==> src/verilog/p3s_pkg.sv <==
// Package for the port 3 transmit queue ratio scheduler
package p3s_pkg;
    // -------------------------------------------------------------------
    // Register map
    // -------------------------------------------------------------------
    // Printed offsets are not multiples of four: they are indices
    localparam logic [7:0] P3S_HIGH_WEIGHT_IDX = 8'hd0;
    localparam logic [7:0] P3S_LOW_WEIGHT_IDX = 8'hd2;
    localparam logic [7:0] P3S_RSVD_FIRST_IDX = 8'hd4;
    localparam logic [7:0] P3S_RSVD_LAST_IDX = 8'hdb;
    localparam logic [7:0] P3S_STATUS_IDX = 8'he0;
    localparam int P3S_ADDR_W = 10;
    // -------------------------------------------------------------------
    // Field layout
    // -------------------------------------------------------------------
    localparam int P3S_UPPER_CTRL_BIT = 15;
    localparam int P3S_UPPER_CNT_LSB = 8;
    localparam int P3S_LOWER_CTRL_BIT = 7;
    localparam int P3S_LOWER_CNT_LSB = 0;
    localparam int P3S_CNT_W = 7;
    // -------------------------------------------------------------------
    // Reset values
    // -------------------------------------------------------------------
    localparam logic [15:0] P3S_HIGH_WEIGHT_RST = 16'h8488;
    localparam logic [15:0] P3S_LOW_WEIGHT_RST = 16'h8182;
    // -------------------------------------------------------------------
    // Timing
    // -------------------------------------------------------------------
    localparam int P3S_PERIOD_US = 100;
    localparam int P3S_CLK_MHZ = 100;
    localparam int P3S_PERIOD_CYCLES = P3S_PERIOD_US * P3S_CLK_MHZ;
    localparam int P3S_NQ = 4;
endpackage

==> src/verilog/p3s_period_timer.sv <==
// Period tick divider for the ratio scheduler
`timescale 1ns/1ps
`default_nettype none
module p3s_period_timer
    import p3s_pkg::*;
#(
    parameter int PERIOD_CYCLES = P3S_PERIOD_CYCLES
) (
    input wire logic ref_clk_in, // Core clock
    input wire logic resetn_in, // Sync reset, active low
    output logic tick_out // One-cycle pulse at period start
);
    typedef struct packed {
        logic [31:0] count;
        logic tick;
    } p3s_timer_type;
    p3s_timer_type state_reg;
    p3s_timer_type state_next;

    always_comb begin
        state_next = state_reg;
        state_next.tick = 1'b0;
        if (state_reg.count >= 32'(PERIOD_CYCLES - 1)) begin
            state_next.count = 32'h0;
            state_next.tick = 1'b1;
        end else begin
            state_next.count = state_reg.count + 32'h1;
        end
    end

    always_ff @(posedge ref_clk_in) begin
        if (!resetn_in) begin
            state_reg <= '0;
        end else begin
            state_reg <= state_next;
        end
    end

    assign tick_out = state_reg.tick;
endmodule
`default_nettype wire

==> src/verilog/p3s_queue_credit.sv <==
// Per-queue packet allowance counter
`timescale 1ns/1ps
`default_nettype none
module p3s_queue_credit
    import p3s_pkg::*;
#(
    parameter int CNT_W = P3S_CNT_W
) (
    input wire logic ref_clk_in, // Core clock
    input wire logic resetn_in, // Sync reset, active low
    input wire logic reload_in, // Period start
    input wire logic [CNT_W-1:0] limit_in, // Packets allowed per period
    input wire logic used_in, // A packet was granted
    output logic spent_out // Allowance used up
);
    typedef struct packed {
        logic [CNT_W-1:0] sent;
    } p3s_credit_type;
    p3s_credit_type state_reg;
    p3s_credit_type state_next;

    always_comb begin
        state_next = state_reg;
        // Reload wins but counts a packet granted in the same cycle
        if (reload_in) begin
            state_next.sent = used_in ? CNT_W'(1) : '0;
        end else if (used_in && state_reg.sent != '1) begin
            state_next.sent = state_reg.sent + CNT_W'(1);
        end
    end

    always_ff @(posedge ref_clk_in) begin
        if (!resetn_in) begin
            state_reg <= '0;
        end else begin
            state_reg <= state_next;
        end
    end

    assign spent_out = (state_reg.sent >= limit_in);
endmodule
`default_nettype wire

==> src/verilog/p3s_scheduler.sv <==
// Port 3 transmit queue ratio scheduler with Avalon-MM registers
// Behaviour
// - Queue 2 control bit clear: strict priority over lower queues.
// - Queue 2 control set: limit to first-register bits 14:8, default 4.
// - Queue 3 control bit 7 clear: strict priority over lower queues.
// - Queue 3 control set: limit to first-register bits 6:0, default 8.
// - Queue 0 control bit 15 clear: sends only when no higher queue is eligible.
// - Queue 0 control set: limit to second-register bits 14:8, default 1.
// - Queue 1 control bit 7 clear: strict priority over queue 0.
// - Queue 1 control set: limit to second-register bits 6:0, default 2.
// - Indices d4 to db after the second register are reserved, nothing mapped.
`timescale 1ns/1ps
`default_nettype none
module p3s_scheduler
    import p3s_pkg::*;
#(
    parameter int PERIOD_CYCLES = P3S_PERIOD_CYCLES
) (
    input wire logic ref_clk_in, // Core clock, 100 MHz
    input wire logic resetn_in, // Sync reset, active low
    input wire logic [P3S_ADDR_W-1:0] avs_address, // Byte address
    input wire logic avs_read, // Read request
    input wire logic avs_write, // Write request
    input wire logic [31:0] avs_writedata, // Write data
    input wire logic [3:0] avs_byteenable, // Byte lanes
    output logic [31:0] avs_readdata, // Read data
    output logic avs_waitrequest, // Stall
    output logic [1:0] avs_response, // 00 ok, 10 slave error
    input wire logic [P3S_NQ-1:0] q_req_in, // Queue has a packet waiting
    input wire logic q_ready_in, // Queue manager can take a grant
    output logic [P3S_NQ-1:0] q_grant_out // One-hot grant, one cycle
);
    // -------------------------------------------------------------------
    // State
    // -------------------------------------------------------------------
    typedef struct packed {
        logic [15:0] high_weight;
        logic [15:0] low_weight;
        logic [31:0] rdata;
        logic [1:0] resp;
        logic ack;
        logic [P3S_NQ-1:0] grant;
    } p3s_state_type;
    p3s_state_type state_reg;
    p3s_state_type state_next;

    logic period_tick;
    logic [P3S_NQ-1:0] ratio_mode;
    logic [P3S_NQ-1:0] spent;
    logic [P3S_NQ-1:0] eligible;
    logic [P3S_NQ-1:0] pick;
    logic [P3S_CNT_W-1:0] limit [P3S_NQ];
    logic [7:0] word_idx;
    logic req;
    logic hit_high;
    logic hit_low;
    logic hit_status;

    // -------------------------------------------------------------------
    // Period timer
    // -------------------------------------------------------------------
    p3s_period_timer #(
        .PERIOD_CYCLES(PERIOD_CYCLES)
    ) u_timer (
        .ref_clk_in(ref_clk_in),
        .resetn_in(resetn_in),
        .tick_out(period_tick)
    );

    // -------------------------------------------------------------------
    // Field extraction
    // -------------------------------------------------------------------
    assign ratio_mode[2] = state_reg.high_weight[P3S_UPPER_CTRL_BIT];
    assign limit[2] = state_reg.high_weight[P3S_UPPER_CNT_LSB +: P3S_CNT_W];
    assign ratio_mode[3] = state_reg.high_weight[P3S_LOWER_CTRL_BIT];
    assign limit[3] = state_reg.high_weight[P3S_LOWER_CNT_LSB +: P3S_CNT_W];
    assign ratio_mode[0] = state_reg.low_weight[P3S_UPPER_CTRL_BIT];
    assign limit[0] = state_reg.low_weight[P3S_UPPER_CNT_LSB +: P3S_CNT_W];
    assign ratio_mode[1] = state_reg.low_weight[P3S_LOWER_CTRL_BIT];
    assign limit[1] = state_reg.low_weight[P3S_LOWER_CNT_LSB +: P3S_CNT_W];

    // -------------------------------------------------------------------
    // Per-queue allowance
    // -------------------------------------------------------------------
    generate
        for (genvar q = 0; q < P3S_NQ; q++) begin : g_queue
            p3s_queue_credit #(
                .CNT_W(P3S_CNT_W)
            ) u_credit (
                .ref_clk_in(ref_clk_in),
                .resetn_in(resetn_in),
                .reload_in(period_tick),
                .limit_in(limit[q]),
                .used_in(state_reg.grant[q]),
                .spent_out(spent[q])
            );
            // Strict mode ignores the allowance; ratio mode waits once spent
            assign eligible[q] = q_req_in[q] && !(ratio_mode[q] && spent[q]);
        end
    endgenerate

    // -------------------------------------------------------------------
    // Priority pick
    // -------------------------------------------------------------------
    always_comb begin
        pick = '0;
        // Highest eligible queue first; a strict queue with work always wins
        // over every lower queue because it is never made ineligible.
        if (eligible[3]) begin
            pick[3] = 1'b1;
        end else if (eligible[2]) begin
            pick[2] = 1'b1;
        end else if (eligible[1]) begin
            pick[1] = 1'b1;
        end else if (eligible[0]) begin
            pick[0] = 1'b1;
        end
    end

    // -------------------------------------------------------------------
    // Register bus decode
    // -------------------------------------------------------------------
    assign word_idx = avs_address[P3S_ADDR_W-1:2];
    assign req = (avs_read || avs_write) && !state_reg.ack;
    assign hit_high = (word_idx == P3S_HIGH_WEIGHT_IDX);
    assign hit_low = (word_idx == P3S_LOW_WEIGHT_IDX);
    assign hit_status = (word_idx == P3S_STATUS_IDX);

    always_comb begin
        state_next = state_reg;
        state_next.ack = 1'b0;
        state_next.grant = '0;
        // A grant is a one-cycle pulse; the next pick waits a cycle so the
        // allowance counter has seen the previous grant.
        if (q_ready_in && state_reg.grant == '0) begin
            state_next.grant = pick;
        end
        if (req) begin
            state_next.ack = 1'b1;
            state_next.resp = 2'h0;
            state_next.rdata = 32'h0;
            if (hit_high) begin
                state_next.rdata = {16'h0, state_reg.high_weight};
            end else if (hit_low) begin
                state_next.rdata = {16'h0, state_reg.low_weight};
            end else if (hit_status && avs_read) begin
                state_next.rdata = {24'h0, spent, q_req_in};
            end else begin
                // Reserved window and every other word: no storage, error
                state_next.resp = 2'h2;
            end
        end
        // A write lands only at the edge where waitrequest is sampled low
        if (avs_write && state_reg.ack) begin
            if (hit_high) begin
                if (avs_byteenable[0]) begin
                    state_next.high_weight[7:0] = avs_writedata[7:0];
                end
                if (avs_byteenable[1]) begin
                    state_next.high_weight[15:8] = avs_writedata[15:8];
                end
            end else if (hit_low) begin
                if (avs_byteenable[0]) begin
                    state_next.low_weight[7:0] = avs_writedata[7:0];
                end
                if (avs_byteenable[1]) begin
                    state_next.low_weight[15:8] = avs_writedata[15:8];
                end
            end
        end
    end

    always_ff @(posedge ref_clk_in) begin
        if (!resetn_in) begin
            state_reg.high_weight <= P3S_HIGH_WEIGHT_RST;
            state_reg.low_weight <= P3S_LOW_WEIGHT_RST;
            state_reg.rdata <= 32'h0;
            state_reg.resp <= 2'h0;
            state_reg.ack <= 1'b0;
            state_reg.grant <= '0;
        end else begin
            state_reg <= state_next;
        end
    end

    // -------------------------------------------------------------------
    // Outputs
    // -------------------------------------------------------------------
    // One wait cycle per access keeps read data registered
    assign avs_waitrequest = (avs_read || avs_write) && !state_reg.ack;
    assign avs_readdata = state_reg.rdata;
    assign avs_response = state_reg.resp;
    assign q_grant_out = state_reg.grant;
endmodule
`default_nettype wire
==> config.mk <==
export PLATFORM = sky130hd
export DESIGN_NAME = p3s_scheduler
export DESIGN_NICKNAME = d
export VERILOG_FILES = /design/src/verilog/p3s_pkg.sv /design/src/verilog/p3s_period_timer.sv /design/src/verilog/p3s_queue_credit.sv /design/src/verilog/p3s_scheduler.sv
export SDC_FILE = /design/constraint.sdc
export NUM_CORES = 1
export LEC_CHECK = 0
export ABC_AREA = 1
export ABC_CLOCK_PERIOD_IN_PS = 2200
export BUFFER_PORTS_ARGS = -buffer_cell sky130_fd_sc_hd__buf_2
export CORE_MARGIN = 3
export CORE_UTILIZATION = 58
export DETAILED_ROUTE_END_ITERATION = 8
export PLACE_DENSITY = 0.81
export SLEW_MARGIN = 25
export SYNTH_ARGS = -nofsm -noshare
export SYNTH_HDL_FRONTEND = slang
export SYNTH_HIERARCHICAL = 1
export SYNTH_SLANG_ARGS = --single-unit
export TNS_END_PERCENT = 50
==> constraint.sdc <==
create_clock -name ref_clk_in -period 2.2 [get_ports ref_clk_in]
set_input_delay 0.11 -clock ref_clk_in [delete_from_list [all_inputs] [get_ports ref_clk_in]]
set_output_delay 0.11 -clock ref_clk_in [all_outputs]
set_load 0.01 [all_outputs]
==> impl_metrics.ini, run 1 <==
[clock_tree]
worst_skew_pair.late_latency_ps = 530
worst_setup_hold_path_clk_slew_ps = 60
cts.htree.levels = 4
postCtsSetupRepairBufs = 0
cts.root.buffer_cell = sky130_fd_sc_hd__clkbuf_8
cts_tree = done
cts.sink_count = 115
cts_made_buffers = 17
max-clock-path-buffers = 2

[setup_path]
timing.critical_path.buf_inv = 2
path_class = register to register
critical_path.cell_chain = inv_1 -> ha_1 -> a21oi_1 -> nor2_1 -> a211oi_1 -> nand2_1 -> nand2_1 -> nand2_1 -> nor2_1 -> dlygate4sd3_1
crit_top_cell = sky130_fd_sc_hd__nand2_1
crit_path_slowest_cell = sky130_fd_sc_hd__dlygate4sd3_1
crit_path_max_fanout = 3
data_arrival_time_of_the_critical_path_ps = 2610
critPathMaxStageDelay_ps = 550
path_delay_family = buffers and inverters
worst_setup_path_start_kind = register
endpoint_kind = register
worst-endpoint-required_ps = 2660

[grt]
pin_count_of_the_biggest_net_entering_global_routing = 28
globalRouteTotalUtil = 0.232
grt_pass1_wl_um = 23500
first_global_vias = 5092
antenna_found_initial = 0
grt_remaining_overflow = 0

[run_status]
run_status = finished, final reports clean

[die]
core_region_area_sq_um = 10500
floorplan.initialDensity = 0.606
design.portCount = 94
die-width_um = 111
die-height_um = 111
floorplan.die_area_sq_um = 12200
floorplan.rows = 37

[place]
hpwl_um = 9660
placed_cells = 1038
buffer_ports.inserted = 56
globalplace.congestion = 0.823

[timing]
clock-skew-final_ps = 10.1
hold-worst-slack_ps = 24.0
tightestPinTransition_ps = 733
grt_setup_unrepaired = no
layout_min_cycle_time_ps = 2140
slew_violations = 0
timing.final.setup_violations = 0
timing.slew.headroom = 0.508
fin_crit_sh = 0.974
setup_tns_ps = 0
final_number_of_hold_violating_endpoints = 0
achievable-frequency_ghz = 0.467

[layout]
post_route_cells_drive_above_1_share = 0.198
area_growth_syn_to_layout_pct = 17.3
layout.nets = 1032
largest_reg_flops = 32
cell_count_final_fillers_out = 1092
antennaDiodeCount = 0
final_core_area_utilization = 0.710

[logic_synthesis]
syn-mean-instance-area_sq_um = 7.38
yosysWarnings = 6
yosys.area.top_type = sky130_fd_sc_hd__dfxtp_1
postSynth.topFlopCell = sky130_fd_sc_hd__dfxtp_1
synth_seq_area_share = 0.363
number_of_flip_flops_and_latches_in_the_synthesized_netlist = 115
synth_enable_flop_cells = 0
syn-cell-area_sq_um = 6340
postSynthCellCount = 858
synthDominantCellAreaShare = 0.363
yosys-top-cells-area = sky130_fd_sc_hd__dfxtp_1 36%, sky130_fd_sc_hd__nand2_1 9.8%, sky130_fd_sc_hd__nor2_1 6.8%
synth-async-reset-ratio = 0
synth.lib_cells_used.distinct = 38

[detailed_routing]
detail_route.wl_per_cell_um = 12.5
drt_first_pass_iters = 5
num_vias = 5433
via_per_inst = 4.98
route.antenna.remaining_nets = 0
number_of_design_rule_violations_left_after_detail_routing = 0
totalWireLength_um = 13700
detail_route.iter0.violations = 450

[hold_path]
worstHoldPathType = input pin to register

[pwr]
cellLeakagePower_nw = 3.41
irDropWorstVdd_uv = 577
cellPowerDensity_nw_per_um2 = 729

[flow_run]
maxCapViolCount = 0
[through the flow]
| step | power, mW | setup WS, ps | instance area [sq um] |
|---|---|---|---|
| CTS | 5.45 | 111 | 7430 |
| global placement | 2.52 | 529 | 6580 |
| finish | 5.42 | 58.2 | 7430 |
| detailed placement | 2.53 | 496 | 6580 |
| global route | 5.58 | 2.77 | 7430 |
| floorplan | 2.46 | 679 | 6460 |
[placed cells by master (no fill, tap or decap), types with 4 or more instances in the layout]
cell type                       instances
sky130_fd_sc_hd__clkbuf_16             16
sky130_fd_sc_hd__nand2_2               22
sky130_fd_sc_hd__a21boi_0               8
sky130_fd_sc_hd__inv_1                 98
sky130_fd_sc_hd__bufinv_16              4
sky130_fd_sc_hd__nor2_2                11
sky130_fd_sc_hd__dfxtp_1              114
sky130_fd_sc_hd__xor2_1                 4
sky130_fd_sc_hd__conb_1                35
sky130_fd_sc_hd__buf_2                 56
sky130_fd_sc_hd__o21bai_2               4
sky130_fd_sc_hd__ha_1                  33
sky130_fd_sc_hd__nand4_1                8
sky130_fd_sc_hd__o21ai_0               13
sky130_fd_sc_hd__a21oi_2                4
sky130_fd_sc_hd__o21ai_1               18
sky130_fd_sc_hd__nand3_1               75
sky130_fd_sc_hd__inv_2                 16
sky130_fd_sc_hd__nand2_1              165
sky130_fd_sc_hd__a21oi_1               38
sky130_fd_sc_hd__dlygate4sd3_1         23
sky130_fd_sc_hd__nand2_4               13
sky130_fd_sc_hd__nor2_4                18
sky130_fd_sc_hd__a211oi_1               4
sky130_fd_sc_hd__clkinvlp_4             5
sky130_fd_sc_hd__nor2_1               114
sky130_fd_sc_hd__xnor2_1                6
[synth_stat cells, types with 6 or more instances]
cell and number:
sky130_fd_sc_hd__inv_1 98, sky130_fd_sc_hd__nor2_1 114, sky130_fd_sc_hd__nand2_4 13, sky130_fd_sc_hd__a21boi_0 8, sky130_fd_sc_hd__nand2_1 165, sky130_fd_sc_hd__ha_1 33, sky130_fd_sc_hd__nor2_4 18, sky130_fd_sc_hd__nor2_2 11
sky130_fd_sc_hd__o21ai_0 13, sky130_fd_sc_hd__o21ai_1 18, sky130_fd_sc_hd__nand3_1 75, sky130_fd_sc_hd__nand2_2 22, sky130_fd_sc_hd__nand4_1 8, sky130_fd_sc_hd__a21oi_1 38, sky130_fd_sc_hd__dfxtp_1 115, sky130_fd_sc_hd__xnor2_1 6
sky130_fd_sc_hd__buf_4 39, sky130_fd_sc_hd__inv_2 16
[repair_timing]
item | CTS | global route
setup endpoints to repair | 0 | 1
hold endpoints to repair | 37 | 0
gates resized for setup | 0 | 1
hold buffers | 23 | 0
[cell type report]
class	count	area, sq um
fillers	841	3030
clock buffers	19	442
repair buffers	82	533
clock inverters	12	180
flip-flops and latches	115	2300
well taps	136	170
multi-input cells	610	3350
inverters	118	449
[tightest hold or removal path, delay by kind of cell]
family / cells / cell delay (ps)
buffers and inverters: 1 / 130
AND/OR/NAND/NOR: 3 / 280
[logic make-up after synthesis]
logic type / Yosys count / share of synthesized area
xor gates and xnor gates: 10 / 0.0138
AOI/OAI and AO/OA: 93 / 0.0863
adders and majority gates: 33 / 0.0652
other: 2 / 0.00119
and+or+nand+nor: 439 / 0.343
buffers and inverters: 166 / 0.127
DFF: 115 / 0.363
[final timing paths]
| path | from | to | slack (ps) | depth (start not counted) |
|---|---|---|---|---|
| setup / recovery | limit[4] | q_grant_out[3] | 60 | 10 |
| hold / removal | avs_byteenable[0] | ratio_mode[1] | 20 | 4 |
| setup reg to reg | limit[4] | q_grant_out[3] | 60 | 10 |
| hold reg to reg | u_timer/state_reg[1] | u_timer/state_reg[1] | 460 | 1 |
[power breakdown]
| group | switching, mW | leakage [nW] | internal, mW | total, mW |
|---|---|---|---|---|
| clock | 1.00 | 0.289 | 1.89 | 2.90 |
| combinational | 0.221 | 2.19 | 0.141 | 0.362 |
| sequential | 0.0355 | 0.938 | 2.13 | 2.16 |
[routing by layer]
metal  global-route usage  wire length [um]  part of all wire  vias to the layer above
met2                0.365              6250              0.46                      178
li1                     -                 -                 -                     2813
met4                0.110               386             0.028                        0
met5                    0                 0                 0                        -
met1                0.302              6260              0.46                     2410
met3               0.0532               811             0.059                       32
Note: power is estimated with default switching activity, not from simulation.
==> run 2, diff against run 1 <==
Settings changed: ABC_CLOCK_PERIOD_IN_PS 2200 to 2800, CAP_MARGIN from default to 20, CORE_MARGIN 3 to 2, CORE_UTILIZATION 58 to 61, PLACE_DENSITY 0.81 to 0.85.
Clock period 2.2 ns to 2.8 ns, I/O delays scaled along.
==> run 2 against run 1 <==
  * Final cell count did not move
  * Clock skew fell by 5.3 ps
  * Highest routed layer unchanged
  * Via count rose by 3.3%
  * Hold slack improved by 21 ps
  * Die area fell by 8.2%
  * Critical path type unchanged
==> impl_metrics.ini, run 2 (same netlist as run 1, synthesis figures left out) <==
[timing]
fin_crit_sh = 0.838
tightestPinTransition_ps = 780
timing.slew.headroom = 0.477
layout_setup_ws_ps = 453
hold-worst-slack_ps = 45.4
grt_setup_unrepaired = no
achievable-frequency_ghz = 0.426
setup_tns_ps = 0
timing.final.setup_violations = 0
final_number_of_hold_violating_endpoints = 0
layout_min_cycle_time_ps = 2350
clock-skew-final_ps = 4.75
slew_violations = 0

[clock_tree]
cts.htree.levels = 4
post_cts.resized_instances = 0
cts.root.buffer_cell = sky130_fd_sc_hd__clkbuf_8
cts_tree = done
worst_skew_pair.late_latency_ps = 530
cts.sink_count = 115
cts_made_buffers = 17
worst_setup_hold_path_clk_slew_ps = 60
max-clock-path-buffers = 2

[layout]
final_core_area_utilization = 0.726
area_growth_syn_to_layout_pct = 16.8
mostFrequentLayoutCell = sky130_fd_sc_hd__nand2_1
cell_count_final_fillers_out = 1092
postLayoutCellArea_sq_um = 7400
post_route_cells_drive_above_1_share = 0.196
n_fill_cell = 750
layout.cells.most_common_list = 165 x sky130_fd_sc_hd__nand2_1, 115 x sky130_fd_sc_hd__dfxtp_1, 114 x sky130_fd_sc_hd__nor2_1
antennaDiodeCount = 0
largest_reg_flops = 32
layout.nets = 1031

[setup_path]
crit_path_slowest_cell = sky130_fd_sc_hd__dlygate4sd3_1
path_delay_family = buffers and inverters
r2r-start = limit[11]
cp-startpoint = limit[11]
worst_setup_path_start_kind = register
critPathMaxStageDelay_ps = 570
endpoint_kind = register
crit_top_cell = sky130_fd_sc_hd__nand2_1
crit_path_max_fanout = 3
worst-endpoint-required_ps = 3270
critical_path.cell_chain = inv_1 -> ha_1 -> a21oi_1 -> nor2_1 -> a211oi_1 -> nand2_1 -> nand2_1 -> nand2_1 -> nor3_1 -> dlygate4sd3_1
timing.critical_path.buf_inv = 2
path_class = register to register
data_arrival_time_of_the_critical_path_ps = 2820

[die]
floorplan.initialDensity = 0.622
die-height_um = 106
floorplan.die_area_sq_um = 11200
design.portCount = 94
core_region_area_sq_um = 10200
floorplan.rows = 37
die-width_um = 106

[pwr]
p_comb_frac = 0.069
cellPowerDensity_nw_per_um2 = 562
cellLeakagePower_nw = 3.42
irDropWorstVdd_uv = 550
sum_of_internal_switching_and_leakage_power_mw = 4.16
total_switching_power_mw = 1.01
intPower_mw = 3.15
pwr-share-clk = 0.522
switching_share = 0.243
sequentialPowerShare = 0.409

[hold_path]
worstHoldPathType = input pin to register
worstHoldStart = avs_byteenable[0]

[run_status]
run_status = finished, final reports clean

[detailed_routing]
drt_first_pass_iters = 7
detail_route.wl_per_cell_um = 13.2
num_vias = 5613
via_per_inst = 5.14
route.antenna.remaining_nets = 0
detail_route.iter0.violations = 669
totalWireLength_um = 14400
number_of_design_rule_violations_left_after_detail_routing = 0

[place]
hpwl_um = 9500
placed_cell_area_sq_um = 6570
placed_cells = 1037
buffer_ports.inserted = 56
post_placement_worst_setup_slack_ps = 1010
globalplace.congestion = 0.877

[grt]
antenna_found_initial = 0
pin_count_of_the_biggest_net_entering_global_routing = 31
grt_pass1_wl_um = 23900
grt_remaining_overflow = 0
first_global_vias = 5169
globalRouteTotalUtil = 0.272

[flow_run]
maxCapViolCount = 0
## run 2: cell count changes in the layout (fill, tap and decap cells not counted)
| cell | before | now |
|---|---|---|
| sky130_fd_sc_hd__bufinv_16 | 4 | 3 |
| sky130_fd_sc_hd__dfxtp_2 | 1 | 0 |
| sky130_fd_sc_hd__dfxtp_1 | 114 | 115 |
| sky130_fd_sc_hd__clkbuf_8 | 3 | 1 |
| sky130_fd_sc_hd__inv_6 | 2 | 5 |
| sky130_fd_sc_hd__clkinv_4 | 1 | 5 |
| sky130_fd_sc_hd__buf_4 | 3 | 2 |
| sky130_fd_sc_hd__clkbuf_1 | 0 | 1 |
| sky130_fd_sc_hd__clkinv_2 | 2 | 3 |
| sky130_fd_sc_hd__clkinvlp_4 | 5 | 0 |
## run 2: worst reg2reg max path, stage by stage, from the launching register on
cell and delay (ps):
sky130_fd_sc_hd__dfxtp_1 410, sky130_fd_sc_hd__inv_1 70, sky130_fd_sc_hd__ha_1 290, sky130_fd_sc_hd__a21oi_1 130
sky130_fd_sc_hd__nor2_1 50, sky130_fd_sc_hd__a211oi_1 190, sky130_fd_sc_hd__nand2_1 180, sky130_fd_sc_hd__nand2_1 120
sky130_fd_sc_hd__nand2_1 90, sky130_fd_sc_hd__nor3_1 200, sky130_fd_sc_hd__dlygate4sd3_1 570
## run 2: cell type report
| cell class | count | area, sq um | share of cell area |
|---|---|---|---|
| clock buffers | 18 | 418 | 0.0565 |
| clock inverters | 14 | 179 | 0.0242 |
| well taps | 136 | 170 | 0.0230 |
| repair buffers | 81 | 526 | 0.0710 |
| multi-input cells | 610 | 3350 | 0.453 |
| inverters | 118 | 449 | 0.0607 |
| flip-flops and latches | 115 | 2300 | 0.311 |
## run 2: routing by layer
layer / up-vias / global-route usage / part of all wire
li1: 2814 / - / -
met1: 2497 / 0.347 / 0.43
met2: 256 / 0.432 / 0.46
met3: 46 / 0.0785 / 0.080
met4: 0 / 0.114 / 0.027
met5: - / 0 / 0
## run 2: power groups by stage
stage | combinational, mW | clock (mW) | sequential [mW]
final | 0.286 | 2.17 | 1.70
after global routing | 0.320 | 2.30 | 1.70
after CTS | 0.280 | 2.20 | 1.70
after detailed placement | 0.251 | 0 | 1.74
after global placement | 0.248 | 0 | 1.73
after floorplan | 0.203 | 0 | 1.73
## run 2: final timing paths
kind                endpoint  slack [ps]  cells after the start
min                limit[15]          50                      4
min reg2reg  avs_readdata[4]         470                      2
max           q_grant_out[2]         450                     10
max reg2reg   q_grant_out[2]         450                     10
## run 2: what timing repair did
item,in CTS,in global routing
buffers inserted,0,0
endpoints found under the hold margin,36,0
hold buffers,23,0
==> run 3, diff against run 2 <==
Settings changed: ABC_CLOCK_PERIOD_IN_PS 2800 to 2300, CORE_UTILIZATION 61 to 58, PLACE_DENSITY 0.85 to 0.81.
Clock period 2.8 ns to 2.3 ns, I/O delays scaled along.
==> run 3 against run 2 <==
  * Sequential power rose by 22%
  * Total power rose by 24%
  * Non-clock buffer count rose by 4
  * Largest power group unchanged
  * Maximum frequency rose by 3.9%
  * First-iteration DRC count fell by 22%
==> impl_metrics.ini, run 3 (same netlist as run 1, synthesis figures left out) <==
[detailed_routing]
num_vias = 5512
drt_first_pass_iters = 6
detail_route.iter0.violations = 520
route.antenna.remaining_nets = 0
via_per_inst = 5.01
totalWireLength_um = 13800
detail_route.wl_per_cell_um = 12.6
number_of_design_rule_violations_left_after_detail_routing = 0

[grt]
met2_usage = 0.383
first_global_vias = 5066
grt_util_met1 = 0.330
grt_most_used_layer = met2
grtUsageMet3 = 0.0699
grt_remaining_overflow = 0
globalRouteTotalUtil = 0.252
antenna_found_initial = 0
pin_count_of_the_biggest_net_entering_global_routing = 28
grt_pass1_wl_um = 23100

[layout]
antennaDiodeCount = 0
mostFrequentLayoutCell = sky130_fd_sc_hd__nand2_1
final_core_area_utilization = 0.696
area_growth_syn_to_layout_pct = 18.0
layout.cells.most_common_list = 165 x sky130_fd_sc_hd__nand2_1, 114 x sky130_fd_sc_hd__nor2_1, 110 x sky130_fd_sc_hd__dfxtp_1
largest_reg_flops = 32
post_route_cells_drive_above_1_share = 0.203
postLayoutCellArea_sq_um = 7470
layout.nets = 1035

[setup_path]
data_arrival_time_of_the_critical_path_ps = 2680
reg2reg_depth = 11
worst_setup_path_start_kind = register
worst-endpoint-required_ps = 2720
path_class = register to register
endpoint_kind = register
crit_path_max_fanout = 5

[timing]
final_number_of_hold_violating_endpoints = 0
timing.final.setup_violations = 0
clock-skew-final_ps = 5.27
fin_crit_sh = 0.982
achievable-frequency_ghz = 0.443
tightestPinTransition_ps = 727
slew_violations = 0
timing.slew.headroom = 0.513
grt_setup_unrepaired = yes
layout_min_cycle_time_ps = 2260

[clock_tree]
worst_skew_pair.late_latency_ps = 530
cts.root.buffer_cell = sky130_fd_sc_hd__clkbuf_8
cts_made_buffers = 17
cts.htree.levels = 4
max-clock-path-buffers = 2
worst_setup_hold_path_clk_slew_ps = 60
cts.sink_count = 115
cts_tree = done

[pwr]
cellLeakagePower_nw = 3.43
sum_of_internal_switching_and_leakage_power_mw = 5.14
cellPowerDensity_nw_per_um2 = 688
irDropWorstVdd_uv = 714

[hold_path]
hold-path-cell-count = 3
worstHoldPathType = input pin to register

[die]
die-width_um = 109
design.portCount = 94
die-height_um = 109
floorplan.rows = 38
floorplan.initialDensity = 0.590
core_region_area_sq_um = 10700
floorplan.die_area_sq_um = 11800

[run_status]
run_status = finished, final reports clean

[place]
hpwl_um = 9640
buffer_ports.inserted = 56
globalplace.congestion = 0.928
placed_cell_area_sq_um = 6580

[flow_run]
maxCapViolCount = 0
-- run 3: per-layer routing --
| layer | vias to the layer above | part of all wire |
|---|---|---|
| li1 | 2819 | - |
| met1 | 2463 | 0.45 |
| met2 | 192 | 0.45 |
| met3 | 38 | 0.068 |
| met4 | 0 | 0.028 |
| met5 | - | 0 |
-- run 3: worst paths after layout --
path | startpoint | endpoint | slack, ps
worst max-delay path | g_queue[1].u_credit/state_reg[0] | q_grant_out[0] | 40
worst min-delay path | resetn_in | limit[19] | 20
worst min register to register | u_timer/state_reg[1] | u_timer/state_reg[1] | 460
worst max register to register | g_queue[1].u_credit/state_reg[0] | q_grant_out[0] | 40
-- run 3: report_power, final --
group,internal (mW),switching (mW)
sequential,2.04,0.0341
clock,1.78,0.940
combinational,0.136,0.213
total,3.96,1.19
-- run 3: cell type report --
class | instances | area (sq um)
clock buffer | 19 | 432
multi-input combinational | 610 | 3360
timing repair buffer | 85 | 563
sequential | 115 | 2310
fill | 872 | 3270
inverter | 118 | 449
tap | 140 | 175
clock inverter | 13 | 183
-- run 3: per-stage QoR --
stage	instances	hold slack, ps	setup WS, ps	setup TNS (ps)
final	1100	21.5	41.6	0
after global routing	1100	30.8	-43.6	-43.6
after CTS	1099	9.99	95.7	0
after detailed placement	1041	347	596	0
after global placement	1041	344	632	0
after floorplan	891	228	779	0
-- run 3: critical path, stage by stage, from the launching register on --
cell and delay (ps):
sky130_fd_sc_hd__dfxtp_2 370, sky130_fd_sc_hd__inv_1 60, sky130_fd_sc_hd__ha_1 280, sky130_fd_sc_hd__o21ai_0 160, sky130_fd_sc_hd__a21boi_0 100, sky130_fd_sc_hd__o21ai_0 140, sky130_fd_sc_hd__nand2_1 130, sky130_fd_sc_hd__nand2_1 100
sky130_fd_sc_hd__nand2_1 80, sky130_fd_sc_hd__nand3_1 80, sky130_fd_sc_hd__dlygate4sd3_1 570, sky130_fd_sc_hd__nor2_1 60
-- run 3: repair_timing --
action / 4_1_cts / 5_1_grt
endpoints found under the setup margin: 0 / 2
hold buffers: 26 / 0
setup buffers: 0 / 1
gates resized for setup: 0 / 8
hold endpoints to repair: 36 / 0
